$ cat config.mk
export PLATFORM = sky130hd
export DESIGN_NAME = vpw_protocol_handler
export DESIGN_NICKNAME = d
export VERILOG_FILES = /design/src/rtl/vpw_pkg.sv /design/src/rtl/vpw_protocol_handler.sv
export VERILOG_INCLUDE_DIRS = /design/src /design/src/rtl
export SDC_FILE = /design/constraint.sdc
export NUM_CORES = 1
export LEC_CHECK = 0
export ABC_AREA = 0
export BUFFER_PORTS_ARGS = -buffer_cell sky130_fd_sc_hd__buf_2
export CORE_ASPECT_RATIO = 0.9
export CORE_MARGIN = 4
export CORE_UTILIZATION = 30
export DETAILED_ROUTE_END_ITERATION = 6
export PLACE_DENSITY = 0.51
export SLEW_MARGIN = 20
export SYNTH_ARGS = -nofsm -noshare
export SYNTH_HDL_FRONTEND = slang
export SYNTH_SLANG_ARGS = --single-unit
$ cat constraint.sdc
create_clock -name clk -period 5.77 [get_ports clk]
set_input_delay 0 -clock clk [delete_from_list [all_inputs] [get_ports clk]]
set_output_delay 0 -clock clk [all_outputs]
set_load 0.03 [all_outputs]
$ cat src/rtl/vpw_defines.svh
/*
 * Constants of the VPW protocol handler: register offsets, control bit
 * positions, reset values, symbol timing and CRC constants.
 * Assumes a 100 MHz system clock.
 */
`ifndef VPW_DEFINES_SVH
`define VPW_DEFINES_SVH

// register byte offsets
`define VPW_ADDR_DATA 4'h0
`define VPW_ADDR_SVR 4'h4
`define VPW_ADDR_CR1 4'h8
`define VPW_ADDR_CR2 4'hc

// control bit positions and reset values
`define VPW_CR1_IRQ_EN 0
`define VPW_CR2_LOOP 0
`define VPW_CR2_FAST 1
`define VPW_CR1_RST 8'h00
`define VPW_CR2_RST 8'h00

// clock rates
`define VPW_CLK_MHZ 100
`define VPW_CLK_NS 10
`define VPW_MOD_CLK_NS 1000

// receive window bounds in microseconds
`define VPW_BIT_MIN_US 34
`define VPW_ZO_US 96
`define VPW_SOF_MIN_US 163
`define VPW_BRK_US 240
`define VPW_EOF_US 280
`define VPW_IDLE_US 300

// transmit nominal lengths in microseconds
`define VPW_SHORT_US 64
`define VPW_LONG_US 128
`define VPW_SOF_US 200

// late join limit in module clock periods
`define VPW_ARB_LATE_MOD 104

// echo delay allowed before a mismatch counts
`define VPW_LAG_CYC 4

// crc-8
`define VPW_CRC_POLY 8'h1d
`define VPW_CRC_INIT 8'hff
`define VPW_CRC_RESIDUE 8'hc4

`endif

$ cat src/rtl/vpw_pkg.sv
/*
 * Types of the VPW protocol handler: symbol classes, transmitter states
 * and the status register layout.
 * Assumes nothing of its surroundings.
 */
package vpw_pkg;

    typedef enum logic [2:0] {
        SYM_BAD = 3'b000,
        SYM_ONE = 3'b001,
        SYM_ZERO = 3'b010,
        SYM_SOF = 3'b011,
        SYM_BRK = 3'b100,
        SYM_EOD = 3'b101
    } vpw_sym_t;

    typedef enum logic [2:0] {
        TX_IDLE = 3'b000,
        TX_SOF = 3'b001,
        TX_DATA = 3'b010,
        TX_EOD = 3'b011,
        TX_RESYNC = 3'b100,
        TX_EXTRA = 3'b101
    } vpw_tx_state_t;

    typedef struct packed {
        logic bus_idle;
        logic eof;
        logic arb_lost;
        logic invalid;
        logic crc_err;
        logic tx_empty;
        logic rx_resp;
        logic rx_full;
    } vpw_status_t;

endpackage : vpw_pkg

$ cat src/rtl/vpw_protocol_handler.sv
/*
 * VPW single-wire protocol handler: symbol timing, framing, CRC,
 * bitwise arbitration, shadow registers, loopback and error flags.
 * Assumes a classic Wishbone master on clk and an asynchronous bus
 * receive line from a transceiver; tx_line_out high drives active.
 */
// Operation
// - active end in shortest valid window decodes as logic one
// - active end in next window decodes as logic zero
// - active end in window above zero is start of frame
// - active past longest frame start is break; never sent
// - pending send waits for idle bus if message in progress
// - arbitration starts at first bit after frame start
// - data write within 104 module clocks of edge joins, else waits
// - logic zero dominates one; lowest value wins
// - recessive sent, dominant seen: lose and release bus at once
// - loss on eighth bit: append up to two arbitrated ones
// - full byte goes to receive shadow, sets flag, may interrupt
// - finished shift loads from shadow, shows transmit empty
// - receive path from own output or bus line per loopback bit
// - never send fast rate; receive it only when enabled
// - no limit on message length
// - own message error stops sending, flags, may interrupt
// - crc mismatch after data and check byte sets crc flag
// - end of data off byte boundary or active during own end errs
// - bus held active: no send until passive
// - bus stuck passive: send fails, abort, wait for new command
// - break in a frame or during own send flags invalid symbol, cleared by read; wait idle
// - zero is 64 us passive or 128 us active
// - one is 128 us passive or 64 us active
// - frame start is 200 us active
// - break is at least 240 us active
`timescale 1ns/100ps
`default_nettype none
`include "vpw_defines.svh"

module vpw_protocol_handler
    import vpw_pkg::*;
#(
    parameter logic [17:0] T_BIT_MIN = 18'(`VPW_BIT_MIN_US * `VPW_CLK_MHZ),
    parameter logic [17:0] T_ZO = 18'(`VPW_ZO_US * `VPW_CLK_MHZ),
    parameter logic [17:0] T_SOF_MIN = 18'(`VPW_SOF_MIN_US * `VPW_CLK_MHZ),
    parameter logic [17:0] T_BRK = 18'(`VPW_BRK_US * `VPW_CLK_MHZ),
    parameter logic [17:0] T_EOF = 18'(`VPW_EOF_US * `VPW_CLK_MHZ),
    parameter logic [17:0] T_IDLE = 18'(`VPW_IDLE_US * `VPW_CLK_MHZ),
    parameter logic [17:0] T_SHORT = 18'(`VPW_SHORT_US * `VPW_CLK_MHZ),
    parameter logic [17:0] T_LONG = 18'(`VPW_LONG_US * `VPW_CLK_MHZ),
    parameter logic [17:0] T_SOF = 18'(`VPW_SOF_US * `VPW_CLK_MHZ),
    parameter logic [17:0] T_ARB_LATE = 18'(`VPW_ARB_LATE_MOD * `VPW_MOD_CLK_NS / `VPW_CLK_NS)
)
(
    // clock and reset
    input wire logic clk,
    input wire logic rst,
    // wishbone slave
    input wire logic wb_cyc_i,
    input wire logic wb_stb_i,
    input wire logic wb_we_i,
    input wire logic [3:0] wb_adr_i,
    input wire logic [3:0] wb_sel_i,
    input wire logic [31:0] wb_dat_i,
    output logic [31:0] wb_dat_o,
    output logic wb_ack_o,
    // bus transceiver
    input wire logic rx_line_in,
    output logic tx_line_out,
    // interrupt request
    output logic irq_o
);

    localparam logic [17:0] LAG = 18'(`VPW_LAG_CYC);

    function automatic vpw_sym_t classify(input logic act, input logic [17:0] t);
        vpw_sym_t s;
        s = SYM_BAD;
        if (t < T_BIT_MIN)
            s = SYM_BAD;
        else if (t < T_ZO)
            s = act ? SYM_ONE : SYM_ZERO;
        else if (t < T_SOF_MIN)
            s = act ? SYM_ZERO : SYM_ONE;
        else if (act)
            s = (t < T_BRK) ? SYM_SOF : SYM_BRK;
        else
            s = SYM_EOD;
        return s;
    endfunction : classify

    function automatic logic [7:0] crc8(input logic [7:0] c, input logic [7:0] d);
        logic [7:0] r;
        r = c;
        for (int i = 7; i >= 0; i--)
        begin
            r = (r[7] ^ d[i]) ? ({r[6:0], 1'b0} ^ `VPW_CRC_POLY) : {r[6:0], 1'b0};
        end
        return r;
    endfunction : crc8

    // control and cpu side
    logic [7:0] ctrl1_q;
    logic [7:0] ctrl2_q;
    logic [7:0] shadow_q;
    logic shadow_full_q;
    logic [7:0] rx_data_q;
    logic rx_full_q, rx_resp_q, crc_err_q, invalid_q, arb_lost_q, eof_q;
    logic ack_q, irq_q;
    logic [31:0] dat_q;
    // bus timing
    logic rx_meta_q, rx_sync_q, rx_lvl_q;
    logic [15:0] cnt_q;
    logic bus_idle_q, gap_q, frame_start_q, brk_done_q;
    // receiver
    logic in_frame_q, fast_q, wait_idle_q, eod_done_q, resp_q, nb_skip_q;
    logic [2:0] bit_cnt_q;
    logic [7:0] rx_shift_q, rx_crc_q;
    // transmitter
    vpw_tx_state_t tx_state_q;
    logic tx_q, seen_match_q, prev_bit_q, prev_idx7_q, crc_sent_q;
    logic [15:0] tx_cnt_q;
    logic [2:0] tx_idx_q;
    logic [7:0] tx_shift_q, tx_crc_q;
    logic [1:0] extra_q;

    logic rx_src, rx_edge, fall, rise;
    logic [17:0] t_eff;
    vpw_sym_t sym;
    logic sof_norm, sof_fast, start_ev, bit_ev, bad_ev, resp_ev, eod_ev;
    logic byte_done, brk_ev, eof_ev, crc_ev, frm_ev, join_ok;
    logic [7:0] new_byte;
    logic tx_busy, cur_bit, mism, judge_bit, judge7, lose, err, bit_end;
    logic tx_start, tx_load, tx_abort;
    logic [17:0] dur;
    logic acc, wr, rd, rd_data, rd_svr;
    vpw_status_t status;

    // receive source and symbol decode
    always_comb
    begin
        rx_src = ctrl2_q[`VPW_CR2_LOOP] ? tx_q : rx_sync_q;
        rx_edge = rx_src ^ rx_lvl_q;
        fall = rx_edge & rx_lvl_q;
        rise = rx_edge & ~rx_lvl_q;
        t_eff = fast_q ? {cnt_q, 2'b00} : {2'b00, cnt_q};
        sym = classify(rx_lvl_q, t_eff);
        sof_norm = classify(1'b1, {2'b00, cnt_q}) == SYM_SOF;
        sof_fast = ctrl2_q[`VPW_CR2_FAST] & (classify(1'b1, {cnt_q, 2'b00}) == SYM_SOF);
        start_ev = fall & ~in_frame_q & ~wait_idle_q & (sof_norm | sof_fast);
        bit_ev = rx_edge & in_frame_q & ~eod_done_q & ~nb_skip_q & (sym == SYM_ONE | sym == SYM_ZERO);
        bad_ev = rx_edge & in_frame_q & ~eod_done_q & ~nb_skip_q & ~(sym == SYM_ONE | sym == SYM_ZERO);
        resp_ev = rise & in_frame_q & eod_done_q;
        eod_ev = in_frame_q & ~rx_lvl_q & ~rx_edge & ~eod_done_q & (t_eff >= T_SOF_MIN);
        new_byte = {rx_shift_q[6:0], sym == SYM_ONE};
        byte_done = bit_ev & (bit_cnt_q == 3'd7);
        crc_ev = eod_ev & (bit_cnt_q == 3'd0) & (rx_crc_q != `VPW_CRC_RESIDUE);
        frm_ev = eod_ev & (bit_cnt_q != 3'd0);
        brk_ev = rx_lvl_q & ~rx_edge & ~brk_done_q & (t_eff >= T_BRK);
        eof_ev = in_frame_q & ~rx_lvl_q & ~rx_edge & (t_eff >= T_EOF);
        join_ok = frame_start_q & rx_lvl_q & ({2'b00, cnt_q} <= T_ARB_LATE);
    end

    // synchroniser, edge timer and bus-level conditions
    always_ff @(posedge clk)
    begin
        if (rst)
        begin
            rx_meta_q <= 1'b0;
            rx_sync_q <= 1'b0;
            rx_lvl_q <= 1'b0;
            cnt_q <= 16'h0000;
            bus_idle_q <= 1'b0;
            gap_q <= 1'b0;
            frame_start_q <= 1'b0;
            brk_done_q <= 1'b0;
        end
        else
        begin
            rx_meta_q <= rx_line_in;
            rx_sync_q <= rx_meta_q;
            rx_lvl_q <= rx_src;
            if (rx_edge)
            begin
                cnt_q <= 16'h0000;
                bus_idle_q <= 1'b0;
                gap_q <= 1'b0;
                brk_done_q <= 1'b0;
                frame_start_q <= rise & (gap_q | bus_idle_q);
            end
            else
            begin
                if (cnt_q != 16'hffff)
                    cnt_q <= cnt_q + 16'h0001;
                if (~rx_lvl_q & ({2'b00, cnt_q} >= T_IDLE))
                    bus_idle_q <= 1'b1;
                if (~rx_lvl_q & ({2'b00, cnt_q} >= T_EOF))
                    gap_q <= 1'b1;
                if (brk_ev)
                    brk_done_q <= 1'b1;
            end
        end
    end

    // receive framing, shift register and crc
    always_ff @(posedge clk)
    begin
        if (rst)
        begin
            in_frame_q <= 1'b0;
            fast_q <= 1'b0;
            wait_idle_q <= 1'b0;
            eod_done_q <= 1'b0;
            resp_q <= 1'b0;
            nb_skip_q <= 1'b0;
            bit_cnt_q <= 3'd0;
            rx_shift_q <= 8'h00;
            rx_crc_q <= `VPW_CRC_INIT;
        end
        else
        begin
            if (brk_ev)
                wait_idle_q <= 1'b1;
            else if (bus_idle_q)
                wait_idle_q <= 1'b0;
            if (start_ev)
            begin
                in_frame_q <= 1'b1;
                fast_q <= ~sof_norm;
                eod_done_q <= 1'b0;
                resp_q <= 1'b0;
                nb_skip_q <= 1'b0;
                bit_cnt_q <= 3'd0;
                rx_crc_q <= `VPW_CRC_INIT;
            end
            else if (brk_ev | bad_ev | eof_ev)
            begin
                in_frame_q <= 1'b0;
                fast_q <= 1'b0;
            end
            else if (bit_ev)
            begin
                rx_shift_q <= new_byte;
                bit_cnt_q <= bit_cnt_q + 3'd1;
                if (byte_done)
                    rx_crc_q <= crc8(rx_crc_q, new_byte);
            end
            else if (eod_ev)
                eod_done_q <= 1'b1;
            else if (resp_ev)
            begin
                eod_done_q <= 1'b0;
                resp_q <= 1'b1;
                nb_skip_q <= 1'b1;
                bit_cnt_q <= 3'd0;
                rx_crc_q <= `VPW_CRC_INIT;
            end
            else if (fall & nb_skip_q)
                nb_skip_q <= 1'b0;
        end
    end

    // transmit decisions
    always_comb
    begin
        tx_busy = tx_state_q != TX_IDLE;
        cur_bit = (tx_state_q == TX_EXTRA) | tx_shift_q[7];
        if (tx_state_q == TX_SOF || tx_state_q == TX_EOD)
            dur = T_SOF;
        else
            dur = (tx_q == cur_bit) ? T_SHORT : T_LONG;
        mism = tx_busy & (tx_state_q != TX_RESYNC) & (rx_src != tx_q) & ({2'b00, tx_cnt_q} >= LAG);
        judge_bit = seen_match_q ? cur_bit : prev_bit_q;
        judge7 = seen_match_q ? ((tx_state_q == TX_DATA) & (tx_idx_q == 3'd7)) : prev_idx7_q;
        lose = mism & ~tx_q & judge_bit & (tx_state_q != TX_SOF)
            & ~((tx_state_q == TX_EOD) & seen_match_q);
        err = mism & ~lose;
        bit_end = tx_busy & (tx_state_q != TX_RESYNC) & ~mism & ({2'b00, tx_cnt_q} >= dur - 18'd1);
        tx_start = ~tx_busy & shadow_full_q & ((bus_idle_q & ~rx_src) | join_ok);
        tx_load = tx_start | (bit_end & (tx_state_q == TX_DATA) & (tx_idx_q == 3'd7) & shadow_full_q);
        tx_abort = err | lose;
    end

    // transmit sequencer
    always_ff @(posedge clk)
    begin
        if (rst)
        begin
            tx_state_q <= TX_IDLE;
            tx_q <= 1'b0;
            tx_cnt_q <= 16'h0000;
            tx_idx_q <= 3'd0;
            tx_shift_q <= 8'h00;
            tx_crc_q <= `VPW_CRC_INIT;
            crc_sent_q <= 1'b0;
            seen_match_q <= 1'b0;
            prev_bit_q <= 1'b0;
            prev_idx7_q <= 1'b0;
            extra_q <= 2'd0;
        end
        else if (!tx_busy)
        begin
            tx_q <= 1'b0;
            if (tx_start)
            begin
                tx_state_q <= TX_SOF;
                tx_q <= 1'b1;
                tx_cnt_q <= bus_idle_q ? 16'h0000 : cnt_q;
                tx_shift_q <= shadow_q;
                tx_crc_q <= crc8(`VPW_CRC_INIT, shadow_q);
                tx_idx_q <= 3'd0;
                crc_sent_q <= 1'b0;
                prev_bit_q <= 1'b0;
                prev_idx7_q <= 1'b0;
            end
        end
        else if (tx_state_q == TX_RESYNC)
        begin
            if (rx_edge)
            begin
                tx_state_q <= TX_EXTRA;
                tx_q <= rx_src;
                tx_cnt_q <= 16'h0000;
                seen_match_q <= 1'b1;
                extra_q <= 2'd2;
            end
            else if (bus_idle_q)
                tx_state_q <= TX_IDLE;
        end
        else
        begin
            if (tx_cnt_q != 16'hffff)
                tx_cnt_q <= tx_cnt_q + 16'h0001;
            if (rx_src == tx_q)
                seen_match_q <= 1'b1;
            if (mism)
            begin
                tx_q <= 1'b0;
                tx_state_q <= (lose & judge7) ? TX_RESYNC : TX_IDLE;
            end
            else if (bit_end)
            begin
                tx_q <= ~tx_q;
                tx_cnt_q <= 16'h0000;
                seen_match_q <= 1'b0;
                prev_bit_q <= cur_bit;
                prev_idx7_q <= (tx_state_q == TX_DATA) & (tx_idx_q == 3'd7);
                case (tx_state_q)
                    TX_SOF:
                    begin
                        tx_state_q <= TX_DATA;
                        prev_bit_q <= 1'b0;
                    end
                    TX_DATA:
                    begin
                        tx_idx_q <= tx_idx_q + 3'd1;
                        tx_shift_q <= {tx_shift_q[6:0], 1'b0};
                        if (tx_idx_q == 3'd7)
                        begin
                            if (shadow_full_q)
                            begin
                                tx_shift_q <= shadow_q;
                                tx_crc_q <= crc8(tx_crc_q, shadow_q);
                            end
                            else if (!crc_sent_q)
                            begin
                                tx_shift_q <= ~tx_crc_q;
                                crc_sent_q <= 1'b1;
                            end
                            else
                                tx_state_q <= TX_EOD;
                        end
                    end
                    TX_EXTRA:
                    begin
                        extra_q <= extra_q - 2'd1;
                        if (extra_q == 2'd1)
                        begin
                            tx_state_q <= TX_IDLE;
                            tx_q <= 1'b0;
                        end
                    end
                    default:
                    begin
                        tx_state_q <= TX_IDLE;
                        tx_q <= 1'b0;
                    end
                endcase
            end
        end
    end

    // wishbone access decode
    always_comb
    begin
        acc = wb_cyc_i & wb_stb_i & ~ack_q;
        wr = acc & wb_we_i & wb_sel_i[0];
        rd = acc & ~wb_we_i;
        rd_data = rd & (wb_adr_i == `VPW_ADDR_DATA);
        rd_svr = rd & (wb_adr_i == `VPW_ADDR_SVR);
        status.bus_idle = bus_idle_q;
        status.eof = eof_q;
        status.arb_lost = arb_lost_q;
        status.invalid = invalid_q;
        status.crc_err = crc_err_q;
        status.tx_empty = ~shadow_full_q;
        status.rx_resp = rx_resp_q;
        status.rx_full = rx_full_q;
    end

    // register file, shadow registers and flags
    always_ff @(posedge clk)
    begin
        if (rst)
        begin
            ack_q <= 1'b0;
            dat_q <= 32'h0000_0000;
            ctrl1_q <= `VPW_CR1_RST;
            ctrl2_q <= `VPW_CR2_RST;
            shadow_q <= 8'h00;
            shadow_full_q <= 1'b0;
            rx_data_q <= 8'h00;
            rx_full_q <= 1'b0;
            rx_resp_q <= 1'b0;
            crc_err_q <= 1'b0;
            invalid_q <= 1'b0;
            arb_lost_q <= 1'b0;
            eof_q <= 1'b0;
            irq_q <= 1'b0;
        end
        else
        begin
            ack_q <= acc;
            dat_q <= 32'h0000_0000;
            if (rd)
            begin
                if (wb_adr_i == `VPW_ADDR_DATA)
                    dat_q <= {24'h000000, rx_data_q};
                else if (wb_adr_i == `VPW_ADDR_SVR)
                    dat_q <= {24'h000000, status};
                else if (wb_adr_i == `VPW_ADDR_CR1)
                    dat_q <= {24'h000000, ctrl1_q};
                else if (wb_adr_i == `VPW_ADDR_CR2)
                    dat_q <= {24'h000000, ctrl2_q};
            end
            if (wr & (wb_adr_i == `VPW_ADDR_CR1))
                ctrl1_q <= wb_dat_i[7:0];
            if (wr & (wb_adr_i == `VPW_ADDR_CR2))
                ctrl2_q <= wb_dat_i[7:0];
            if (wr & (wb_adr_i == `VPW_ADDR_DATA))
            begin
                shadow_q <= wb_dat_i[7:0];
                shadow_full_q <= 1'b1;
            end
            else if (tx_load | tx_abort)
                shadow_full_q <= 1'b0;
            if (byte_done)
                rx_data_q <= new_byte;
            rx_full_q <= (byte_done & ~resp_q) | (rx_full_q & ~rd_data);
            rx_resp_q <= (byte_done & resp_q) | (rx_resp_q & ~rd_data);
            crc_err_q <= crc_ev | (crc_err_q & ~rd_svr);
            invalid_q <= bad_ev | frm_ev | err | (brk_ev & (in_frame_q | tx_busy))
                | (invalid_q & ~rd_svr);
            arb_lost_q <= lose | (arb_lost_q & ~rd_svr);
            eof_q <= eof_ev | (eof_q & ~rd_svr);
            irq_q <= ctrl1_q[`VPW_CR1_IRQ_EN] & (rx_full_q | rx_resp_q | crc_err_q
                | invalid_q | arb_lost_q | eof_q);
        end
    end

    assign wb_dat_o = dat_q;
    assign wb_ack_o = ack_q;
    assign tx_line_out = tx_q;
    assign irq_o = irq_q;

endmodule : vpw_protocol_handler
`default_nettype wire

==> metrics.txt, run 1 <==
# TYPE chip_impl_metric gauge
chip_impl_metric{name="post-route-drc-count",unit=""} 0
chip_impl_metric{name="share_comb_of_total_power",unit="%"} 15.7
chip_impl_info{name="hold_class",value="in2reg"} 1
chip_impl_info{name="critical_path.cell_chain",value="clkinv_1 -> a21oi_1 -> xnor2_1 -> nand2_1 -> ha_1 -> a21o_1 -> a21oi_1 -> o21ai_0 -> a211oi_4 -> o32ai_2 -> o21ai_0 -> nand3_1 -> o31ai_1"} 1
chip_impl_metric{name="cpPeakStageDelay",unit="ns"} 0.88
chip_impl_metric{name="die_h",unit="µm"} 166
chip_impl_metric{name="max_freq",unit="MHz"} 250
chip_impl_metric{name="clock_skew",unit="ns"} 0.0164
chip_impl_metric{name="clk_pin_slew_worst_paths",unit="ns"} 0.07
chip_impl_metric{name="share_of_synthesized_area_occupied_by_flip_flops_and_latches",unit="%"} 33.8
chip_impl_metric{name="synth_cells",unit=""} 1004
chip_impl_metric{name="asyncSetResetFlopFracSynth",unit="%"} 0
chip_impl_metric{name="final_antenna_net_count",unit=""} 0
chip_impl_metric{name="final_period_minus_worst_setup_slack",unit="ns"} 4.00
chip_impl_metric{name="switchingPower",unit="mW"} 0.829
chip_impl_metric{name="floorplan.core_area",unit="µm²"} 27200
chip_impl_metric{name="multi_input_comb_area",unit="µm²"} 5090
chip_impl_metric{name="postSynthRegisterBits",unit=""} 141
chip_impl_metric{name="hold_viol_final",unit=""} 0
chip_impl_metric{name="placement.setup.worst_slack",unit="ns"} 1.71
chip_impl_metric{name="tns",unit="ns"} 0
chip_impl_info{name="grt_setup_unrepaired",value="no"} 1
chip_impl_metric{name="synth_edf_count",unit=""} 0
chip_impl_metric{name="data_required_time_of_the_worst_path",unit="ns"} 6.06
chip_impl_info{name="post_synth_most_frequent_cells",value="sky130_fd_sc_hd__dfxtp_1, sky130_fd_sc_hd__nor2_1, sky130_fd_sc_hd__nand2_1"} 1
chip_impl_metric{name="period_share",unit="%"} 69.3
chip_impl_metric{name="final-seq-area",unit="µm²"} 2820
chip_impl_metric{name="leakagePower",unit="nW"} 3.52
chip_impl_metric{name="worst-endpoint-arrival",unit="ns"} 4.29
chip_impl_metric{name="synthesis.area",unit="µm²"} 8350
chip_impl_metric{name="dpl.hpwl",unit="µm"} 15400
chip_impl_metric{name="met3_wirelength",unit="µm"} 1110
chip_impl_metric{name="clock_power_share",unit="%"} 43.3
chip_impl_info{name="clock_root_buffer",value="sky130_fd_sc_hd__clkbuf_16"} 1
chip_impl_info{name="biggest_registers_after_layout",value="cnt_q x16, tx_cnt_q x16"} 1
chip_impl_info{name="cts_tree",value="yes"} 1
chip_impl_metric{name="die_area",unit="µm²"} 30600
chip_impl_metric{name="postRouteWirelength",unit="µm"} 22200
chip_impl_metric{name="p_r_area_growth_vs_syn",unit="%"} 11.6
chip_impl_metric{name="timing.final.max_slew_violations",unit=""} 0
chip_impl_metric{name="cts_hold_buf",unit=""} 12
chip_impl_metric{name="cts_inserted_buffers",unit=""} 17
chip_impl_metric{name="initial_core_util",unit="%"} 30.7
chip_impl_metric{name="detail_route.first_pass.iterations",unit=""} 5
chip_impl_metric{name="final_core_utilization",unit="%"} 34.2
chip_impl_metric{name="num_antenna_cells",unit=""} 0
chip_impl_metric{name="finish.net_count",unit=""} 1077
chip_impl_metric{name="overflow",unit=""} 0
chip_impl_metric{name="internal-power",unit="mW"} 1.73
chip_impl_metric{name="cap_viol_max_count",unit=""} 0
chip_impl_info{name="synth_top_area_cell",value="sky130_fd_sc_hd__dfxtp_1"} 1
chip_impl_metric{name="post_synth.cell_area_avg",unit="µm²"} 8.32
chip_impl_metric{name="relSlewSlack",unit="%"} 32.0
chip_impl_info{name="highest_layer",value="met4"} 1
chip_impl_metric{name="gp_congestion",unit=""} 0.840
chip_impl_metric{name="wl_per_cell",unit="µm"} 16.2
chip_impl_metric{name="die_width",unit="µm"} 184
chip_impl_metric{name="route.detailed.vias_per_inst",unit=""} 5.18
chip_impl_metric{name="route.layer.met1.wl",unit="µm"} 10800
chip_impl_info{name="crit_path_end_kind",value="flop"} 1
chip_impl_metric{name="grt_antenna_before_repair",unit=""} 0
chip_impl_metric{name="netlist.area_leader.share",unit="%"} 33.8
chip_impl_metric{name="power.share.sequential",unit="%"} 41.1
chip_impl_metric{name="global_route_wire_length_before_repair",unit="µm"} 36300
chip_impl_metric{name="via_count",unit=""} 7122
chip_impl_metric{name="htree_levels",unit=""} 4
chip_impl_info{name="critical_path_class",value="reg2reg"} 1
chip_impl_metric{name="max_slew.worst_pin.slew",unit="ns"} 1.02
chip_impl_metric{name="clock_sinks",unit=""} 141
chip_impl_metric{name="routed-wl-met2",unit="µm"} 10200
chip_impl_metric{name="port_buffers",unit=""} 29
chip_impl_metric{name="power_switching_share",unit="%"} 32.3
chip_impl_metric{name="filler_cell_count",unit=""} 2869
chip_impl_metric{name="io-pin-count",unit=""} 81
chip_impl_metric{name="post_route_cells_drive_above_1_share",unit="%"} 9.60
chip_impl_metric{name="post_synth_num_cell_types",unit=""} 85
chip_impl_info{name="main_synth_ff_type",value="sky130_fd_sc_hd__dfxtp_1"} 1
chip_impl_info{name="slowest_stage",value="sky130_fd_sc_hd__o32ai_2"} 1
chip_impl_metric{name="yosysWarningCount",unit=""} 0
chip_impl_metric{name="clock_tree.buffer_depth",unit=""} 2
chip_impl_metric{name="ir_worst_vdd",unit="V"} 0.000218
chip_impl_info{name="outcome",value="finished, final reports clean"} 1
chip_impl_metric{name="standard_cell_rows",unit=""} 57
chip_impl_info{name="yosys-top-cells-area",value="sky130_fd_sc_hd__dfxtp_1, sky130_fd_sc_hd__xnor2_1, sky130_fd_sc_hd__nor2_1"} 1
chip_impl_metric{name="via_count_of_the_first_global_routing_pass",unit=""} 6686
chip_impl_metric{name="largest_net_degree_at_the_start_of_global_routing",unit=""} 81
chip_impl_metric{name="post_cts_resized",unit=""} 0
chip_impl_metric{name="critical_path_peak_fanout",unit=""} 14
chip_impl_metric{name="setup_violations",unit=""} 0
chip_impl_metric{name="postLayoutSetupSlackWorst",unit="ns"} 1.77
chip_impl_metric{name="cts_setup_buffers",unit=""} 0
chip_impl_metric{name="grtUsageTotal",unit="%"} 14.4
chip_impl_metric{name="pwr_cell_area",unit="nW/µm²"} 275
chip_impl_info{name="yosys.cell_count.top_type",value="sky130_fd_sc_hd__dfxtp_1"} 1
chip_impl_metric{name="worstSkewPairLatency",unit="ns"} 0.43
chip_impl_metric{name="first_iter_violations",unit=""} 510
chip_impl_info{name="timing.critical_path.from_type",value="flop"} 1
power groups by stage:
stage                     Combinational [mW]  Clock, mW  Sequential [mW]
after floorplan                        0.331          0             1.05
after global placement                 0.392          0             1.07
after detailed placement               0.394          0             1.07
after CTS                              0.403       1.14             1.05
after global routing                   0.451       1.18             1.06
final                                  0.401       1.11             1.05
routing by layer:
metal / vias up / global-route usage (%)
met1: 3407 / 20.6
met4: 0 / 3.31
met3: 11 / 2.85
met5: - / 0
li1: 3536 / -
met2: 168 / 22.4
worst paths after layout:
check	startpoint	endpoint	cells past startpoint	slack, ns
setup / recovery	tx_state_q[1]	tx_cnt_q[1]	13	1.77
hold / removal	wb_we_i	rx_full_q	5	0.11
setup reg to reg	tx_state_q[1]	tx_cnt_q[1]	13	1.77
hold reg to reg	rx_meta_q	rx_sync_q	1	0.45
cells in the final DEF (no fill, tap or decap), types with 10 or more instances in the layout:
cell type,count
sky130_fd_sc_hd__a31oi_1,10
sky130_fd_sc_hd__ha_1,23
sky130_fd_sc_hd__dfxtp_1,141
sky130_fd_sc_hd__inv_1,21
sky130_fd_sc_hd__nand3_1,27
sky130_fd_sc_hd__conb_1,25
sky130_fd_sc_hd__nor3_1,29
sky130_fd_sc_hd__dlygate4sd3_1,12
sky130_fd_sc_hd__buf_2,28
sky130_fd_sc_hd__xnor2_1,61
sky130_fd_sc_hd__nor4_1,11
sky130_fd_sc_hd__a21oi_1,76
sky130_fd_sc_hd__a211oi_1,10
sky130_fd_sc_hd__clkbuf_16,17
sky130_fd_sc_hd__nor2b_1,16
sky130_fd_sc_hd__nor2_1,127
sky130_fd_sc_hd__nand4_1,16
sky130_fd_sc_hd__mux2i_1,36
sky130_fd_sc_hd__nand2_1,96
sky130_fd_sc_hd__o21ai_0,23
sky130_fd_sc_hd__nand2b_1,10
sky130_fd_sc_hd__xor2_1,29
layout make-up:
| class | count | area share (%) |
|---|---|---|
| multi-input cells | 781 | 54.5 |
| flip-flops and latches | 141 | 30.3 |
| well taps | 354 | 4.75 |
| clock buffers | 17 | 4.56 |
| repair buffers | 45 | 3.19 |
| clock inverters | 15 | 1.78 |
| inverters | 22 | 0.886 |
critical path: cells and delay by family, from the launching register on:
kind / cells / cell delay [ns]
fa+ha+maj: 1 / 0.30
flops: 1 / 0.64
compound gates: 8 / 2.16
simple gates: 2 / 0.22
buf+inv: 1 / 0.33
xor+xnor: 1 / 0.19
through the flow:
step | total power, mW | instances | cell area (µm²) | hold WS, ns
2_1_floorplan | 1.38 | 1027 | 8440 | 0.128
3_3_place_gp | 1.47 | 1331 | 8610 | 0.274
3_5_place_dp | 1.47 | 1331 | 8610 | 0.286
4_1_cts | 2.60 | 1375 | 9320 | 0.0933
5_1_grt | 2.69 | 1375 | 9320 | 0.115
6_report | 2.56 | 1375 | 9320 | 0.110
cells by family (layout without fill, tap and decap cells):
family | count (synthesis) | in the layout | share of synthesized area (%)
compound gates | 214 | 214 | 17.6
xor+xnor | 91 | 91 | 9.76
mux | 48 | 48 | 7.05
other cells | 2 | 25 | 0.0899
simple gates | 380 | 380 | 21.9
flops | 141 | 141 | 33.8
fa+ha+maj | 23 | 23 | 3.44
buf+inv | 105 | 99 | 6.37
Power figures use the tool's default switching activity.
==> run 2, diff against run 1 <==
ABC_AREA = 1   (was 0)
clock period = 3.92 ns   (was 5.77 ns; I/O delays follow)
==> metrics.txt, run 2 <==
# TYPE chip_impl_metric gauge
chip_impl_metric{name="ir_worst_vdd",unit="V"} 0.000315
chip_impl_metric{name="via_count",unit=""} 8315
chip_impl_metric{name="relSlewSlack",unit="%"} 46.4
chip_impl_metric{name="final_antenna_net_count",unit=""} 0
chip_impl_metric{name="finish.net_count",unit=""} 1431
chip_impl_metric{name="final_core_utilization",unit="%"} 34.5
chip_impl_metric{name="synthesis.area",unit="µm²"} 8760
chip_impl_metric{name="detail_route.first_pass.iterations",unit=""} 6
chip_impl_metric{name="period_share",unit="%"} 87.9
chip_impl_metric{name="clk_pin_slew_worst_paths",unit="ns"} 0.06
chip_impl_metric{name="max_slew.worst_pin.slew",unit="ns"} 0.801
chip_impl_info{name="critical_path_class",value="reg2reg"} 1
chip_impl_metric{name="placement.setup.worst_slack",unit="ns"} 0.493
chip_impl_metric{name="synth_cells",unit=""} 1331
chip_impl_metric{name="num_antenna_cells",unit=""} 0
chip_impl_metric{name="share_of_synthesized_area_occupied_by_flip_flops_and_latches",unit="%"} 32.2
chip_impl_metric{name="worstSkewPairLatency",unit="ns"} 0.43
chip_impl_metric{name="largest_net_degree_at_the_start_of_global_routing",unit=""} 68
chip_impl_info{name="yosys-top-cells-area",value="sky130_fd_sc_hd__dfxtp_1, sky130_fd_sc_hd__nand2_1, sky130_fd_sc_hd__nor2_1"} 1
chip_impl_metric{name="detailed_place.area",unit="µm²"} 9190
chip_impl_metric{name="io-pin-count",unit=""} 81
chip_impl_metric{name="p_r_area_growth_vs_syn",unit="%"} 13.6
chip_impl_metric{name="asyncSetResetFlopFracSynth",unit="%"} 0
chip_impl_metric{name="clock_power_share",unit="%"} 42.5
chip_impl_info{name="grt_setup_unrepaired",value="no"} 1
chip_impl_metric{name="route.detailed.vias_per_inst",unit=""} 4.70
chip_impl_metric{name="yosysWarningCount",unit=""} 0
chip_impl_metric{name="power.share.sequential",unit="%"} 38.8
chip_impl_metric{name="global_route_wire_length_before_repair",unit="µm"} 39600
chip_impl_metric{name="timing.final.max_slew_violations",unit=""} 0
chip_impl_metric{name="clock_sinks",unit=""} 141
chip_impl_metric{name="grtUsageTotal",unit="%"} 15.0
chip_impl_metric{name="die_h",unit="µm"} 170
chip_impl_metric{name="max_freq",unit="MHz"} 290
chip_impl_info{name="synth_top_area_cell",value="sky130_fd_sc_hd__dfxtp_1"} 1
chip_impl_metric{name="netlist.area_leader.share",unit="%"} 32.2
chip_impl_info{name="crit_path_end_kind",value="flop"} 1
chip_impl_metric{name="overflow",unit=""} 0
chip_impl_metric{name="cap_viol_max_count",unit=""} 0
chip_impl_metric{name="power_switching_share",unit="%"} 30.5
chip_impl_metric{name="setup_violations",unit=""} 0
chip_impl_metric{name="cts_setup_buffers",unit=""} 0
chip_impl_metric{name="post-route-drc-count",unit=""} 0
chip_impl_metric{name="final.hold.worst_slack",unit="ns"} 0.0424
chip_impl_metric{name="floorplan.core_area",unit="µm²"} 28900
chip_impl_metric{name="clock_tree.buffer_depth",unit=""} 2
chip_impl_info{name="cts_tree",value="yes"} 1
chip_impl_metric{name="postSynthRegisterBits",unit=""} 141
chip_impl_metric{name="pwr_cell_area",unit="nW/µm²"} 409
chip_impl_info{name="timing.critical_path.from_type",value="flop"} 1
chip_impl_info{name="post_synth_most_frequent_cells",value="sky130_fd_sc_hd__nand2_1, sky130_fd_sc_hd__nor2_1, sky130_fd_sc_hd__inv_1"} 1
chip_impl_metric{name="internal-power",unit="mW"} 2.83
chip_impl_metric{name="port_buffers",unit=""} 29
chip_impl_metric{name="synth_edf_count",unit=""} 0
chip_impl_info{name="biggest_registers_after_layout",value="cnt_q x16, tx_cnt_q x16"} 1
chip_impl_metric{name="initial_core_util",unit="%"} 30.4
chip_impl_metric{name="standard_cell_rows",unit=""} 59
chip_impl_metric{name="tns",unit="ns"} 0
chip_impl_info{name="layout_commonest_cell",value="sky130_fd_sc_hd__nand2_1"} 1
chip_impl_metric{name="htree_levels",unit=""} 4
chip_impl_metric{name="placed_cells_incl_taps",unit=""} 1725
chip_impl_metric{name="post_synth.cell_area_avg",unit="µm²"} 6.58
chip_impl_metric{name="die_area",unit="µm²"} 32000
chip_impl_info{name="hold_class",value="in2reg"} 1
chip_impl_metric{name="gp_congestion",unit=""} 0.862
chip_impl_metric{name="share_comb_of_total_power",unit="%"} 18.7
chip_impl_metric{name="critical_path_peak_fanout",unit=""} 8
chip_impl_metric{name="cts_inserted_buffers",unit=""} 17
chip_impl_metric{name="grt_antenna_before_repair",unit=""} 0
chip_impl_metric{name="data_required_time_of_the_worst_path",unit="ns"} 4.27
chip_impl_metric{name="final_period_minus_worst_setup_slack",unit="ns"} 3.44
chip_impl_metric{name="final_non_filler_cell_area",unit="µm²"} 9950
chip_impl_info{name="outcome",value="finished, final reports clean"} 1
chip_impl_metric{name="postLayoutSetupSlackWorst",unit="ns"} 0.475
chip_impl_metric{name="worst-endpoint-arrival",unit="ns"} 3.80
chip_impl_metric{name="via_count_of_the_first_global_routing_pass",unit=""} 7629
chip_impl_info{name="final_cell_mix",value="sky130_fd_sc_hd__nand2_1, sky130_fd_sc_hd__nor2_1, sky130_fd_sc_hd__inv_1"} 1
chip_impl_metric{name="postRouteWirelength",unit="µm"} 23900
chip_impl_metric{name="hold_viol_final",unit=""} 0
chip_impl_metric{name="dpl.hpwl",unit="µm"} 17700
chip_impl_info{name="main_synth_ff_type",value="sky130_fd_sc_hd__dfxtp_1"} 1
chip_impl_metric{name="wl_per_cell",unit="µm"} 13.5
chip_impl_metric{name="die_width",unit="µm"} 188
chip_impl_metric{name="final_cells",unit=""} 1770
chip_impl_metric{name="first_iter_violations",unit=""} 678
chip_impl_info{name="yosys.cell_count.top_type",value="sky130_fd_sc_hd__nand2_1"} 1
chip_impl_metric{name="design_power_total",unit="mW"} 4.07
chip_impl_metric{name="leakagePower",unit="nW"} 4.20
chip_impl_metric{name="post_synth_num_cell_types",unit=""} 54
chip_impl_metric{name="clock_skew",unit="ns"} 0.00926
chip_impl_info{name="clock_root_buffer",value="sky130_fd_sc_hd__clkbuf_16"} 1
chip_impl_metric{name="switchingPower",unit="mW"} 1.24
chip_impl_metric{name="post_route_cells_drive_above_1_share",unit="%"} 7.28
[run 2: layout make-up]
cell class              instances  area, µm²
flip-flops and latches        141       2820
clock inverters                10        163
well taps                     396        495
clock buffers                  21        460
repair buffers                 53        360
inverters                     158        596
multi-input cells             991       5060
fillers                      3121      18900
[run 2: cell families (layout without fill, tap and decap cells)]
logic type	count (synthesis)	after routing	synth area share, %
xor gates and xnor gates	72	72	7.20
AOI/OAI and AO/OA	251	251	16.2
adders and majority gates	23	23	3.28
other	2	25	0.0857
and+or+nand+nor	620	620	29.9
buffers and inverters	222	242	11.1
DFF	141	141	32.2
[run 2: critical path, stage by stage (launching register included)]
cell and delay (ns):
sky130_fd_sc_hd__dfxtp_1 0.46, sky130_fd_sc_hd__inv_1 0.11, sky130_fd_sc_hd__nor2_1 0.18, sky130_fd_sc_hd__nand2_1 0.09, sky130_fd_sc_hd__nand2_1 0.10, sky130_fd_sc_hd__nor2_1 0.05
sky130_fd_sc_hd__nor3_1 0.37, sky130_fd_sc_hd__inv_1 0.09, sky130_fd_sc_hd__ha_1 0.31, sky130_fd_sc_hd__a21oi_1 0.13, sky130_fd_sc_hd__o21ai_0 0.08, sky130_fd_sc_hd__a21boi_0 0.17
sky130_fd_sc_hd__o211ai_1 0.14, sky130_fd_sc_hd__nand2_1 0.14, sky130_fd_sc_hd__inv_1 0.12, sky130_fd_sc_hd__nor2_1 0.30, sky130_fd_sc_hd__nor2_2 0.09, sky130_fd_sc_hd__buf_4 0.18
sky130_fd_sc_hd__nand3_1 0.09, sky130_fd_sc_hd__nand2_1 0.05, sky130_fd_sc_hd__a21oi_1 0.12
[run 2: power groups by stage]
stage               clock (mW)  combinational, mW  sequential [mW]
finish                    1.73              0.761             1.58
global route              1.83              0.876             1.59
CTS                       1.78              0.760             1.58
detailed placement           0              0.746             1.61
global placement             0              0.747             1.61
floorplan                    0              0.570             1.59
[run 2: path summary, 6_finish.rpt]
check | start | to | slack [ns] | cells past startpoint
worst max-delay path | tx_state_q[2] | tx_shift_q[0] | 0.48 | 20
worst max register to register | tx_state_q[2] | tx_shift_q[0] | 0.48 | 20
worst min-delay path | wb_we_i | rx_full_q | 0.04 | 5
worst min register to register | rx_meta_q | rx_sync_q | 0.40 | 2
[run 2: metal layers]
metal  track usage (%)  vias to the layer above  routed length [µm]
met1              22.0                     3754               12300
li1                  -                     4365                   -
met5                 0                        -                   0
met3              2.48                       20                1050
met2              22.9                      176               10300
met4              3.83                        0                 287
[run 2: repair_timing]
item                                   CTS  global route
setup endpoints to repair                0             1
endpoints found under the hold margin   36             0
resized for setup                        0             1
hold buffers                            14             0
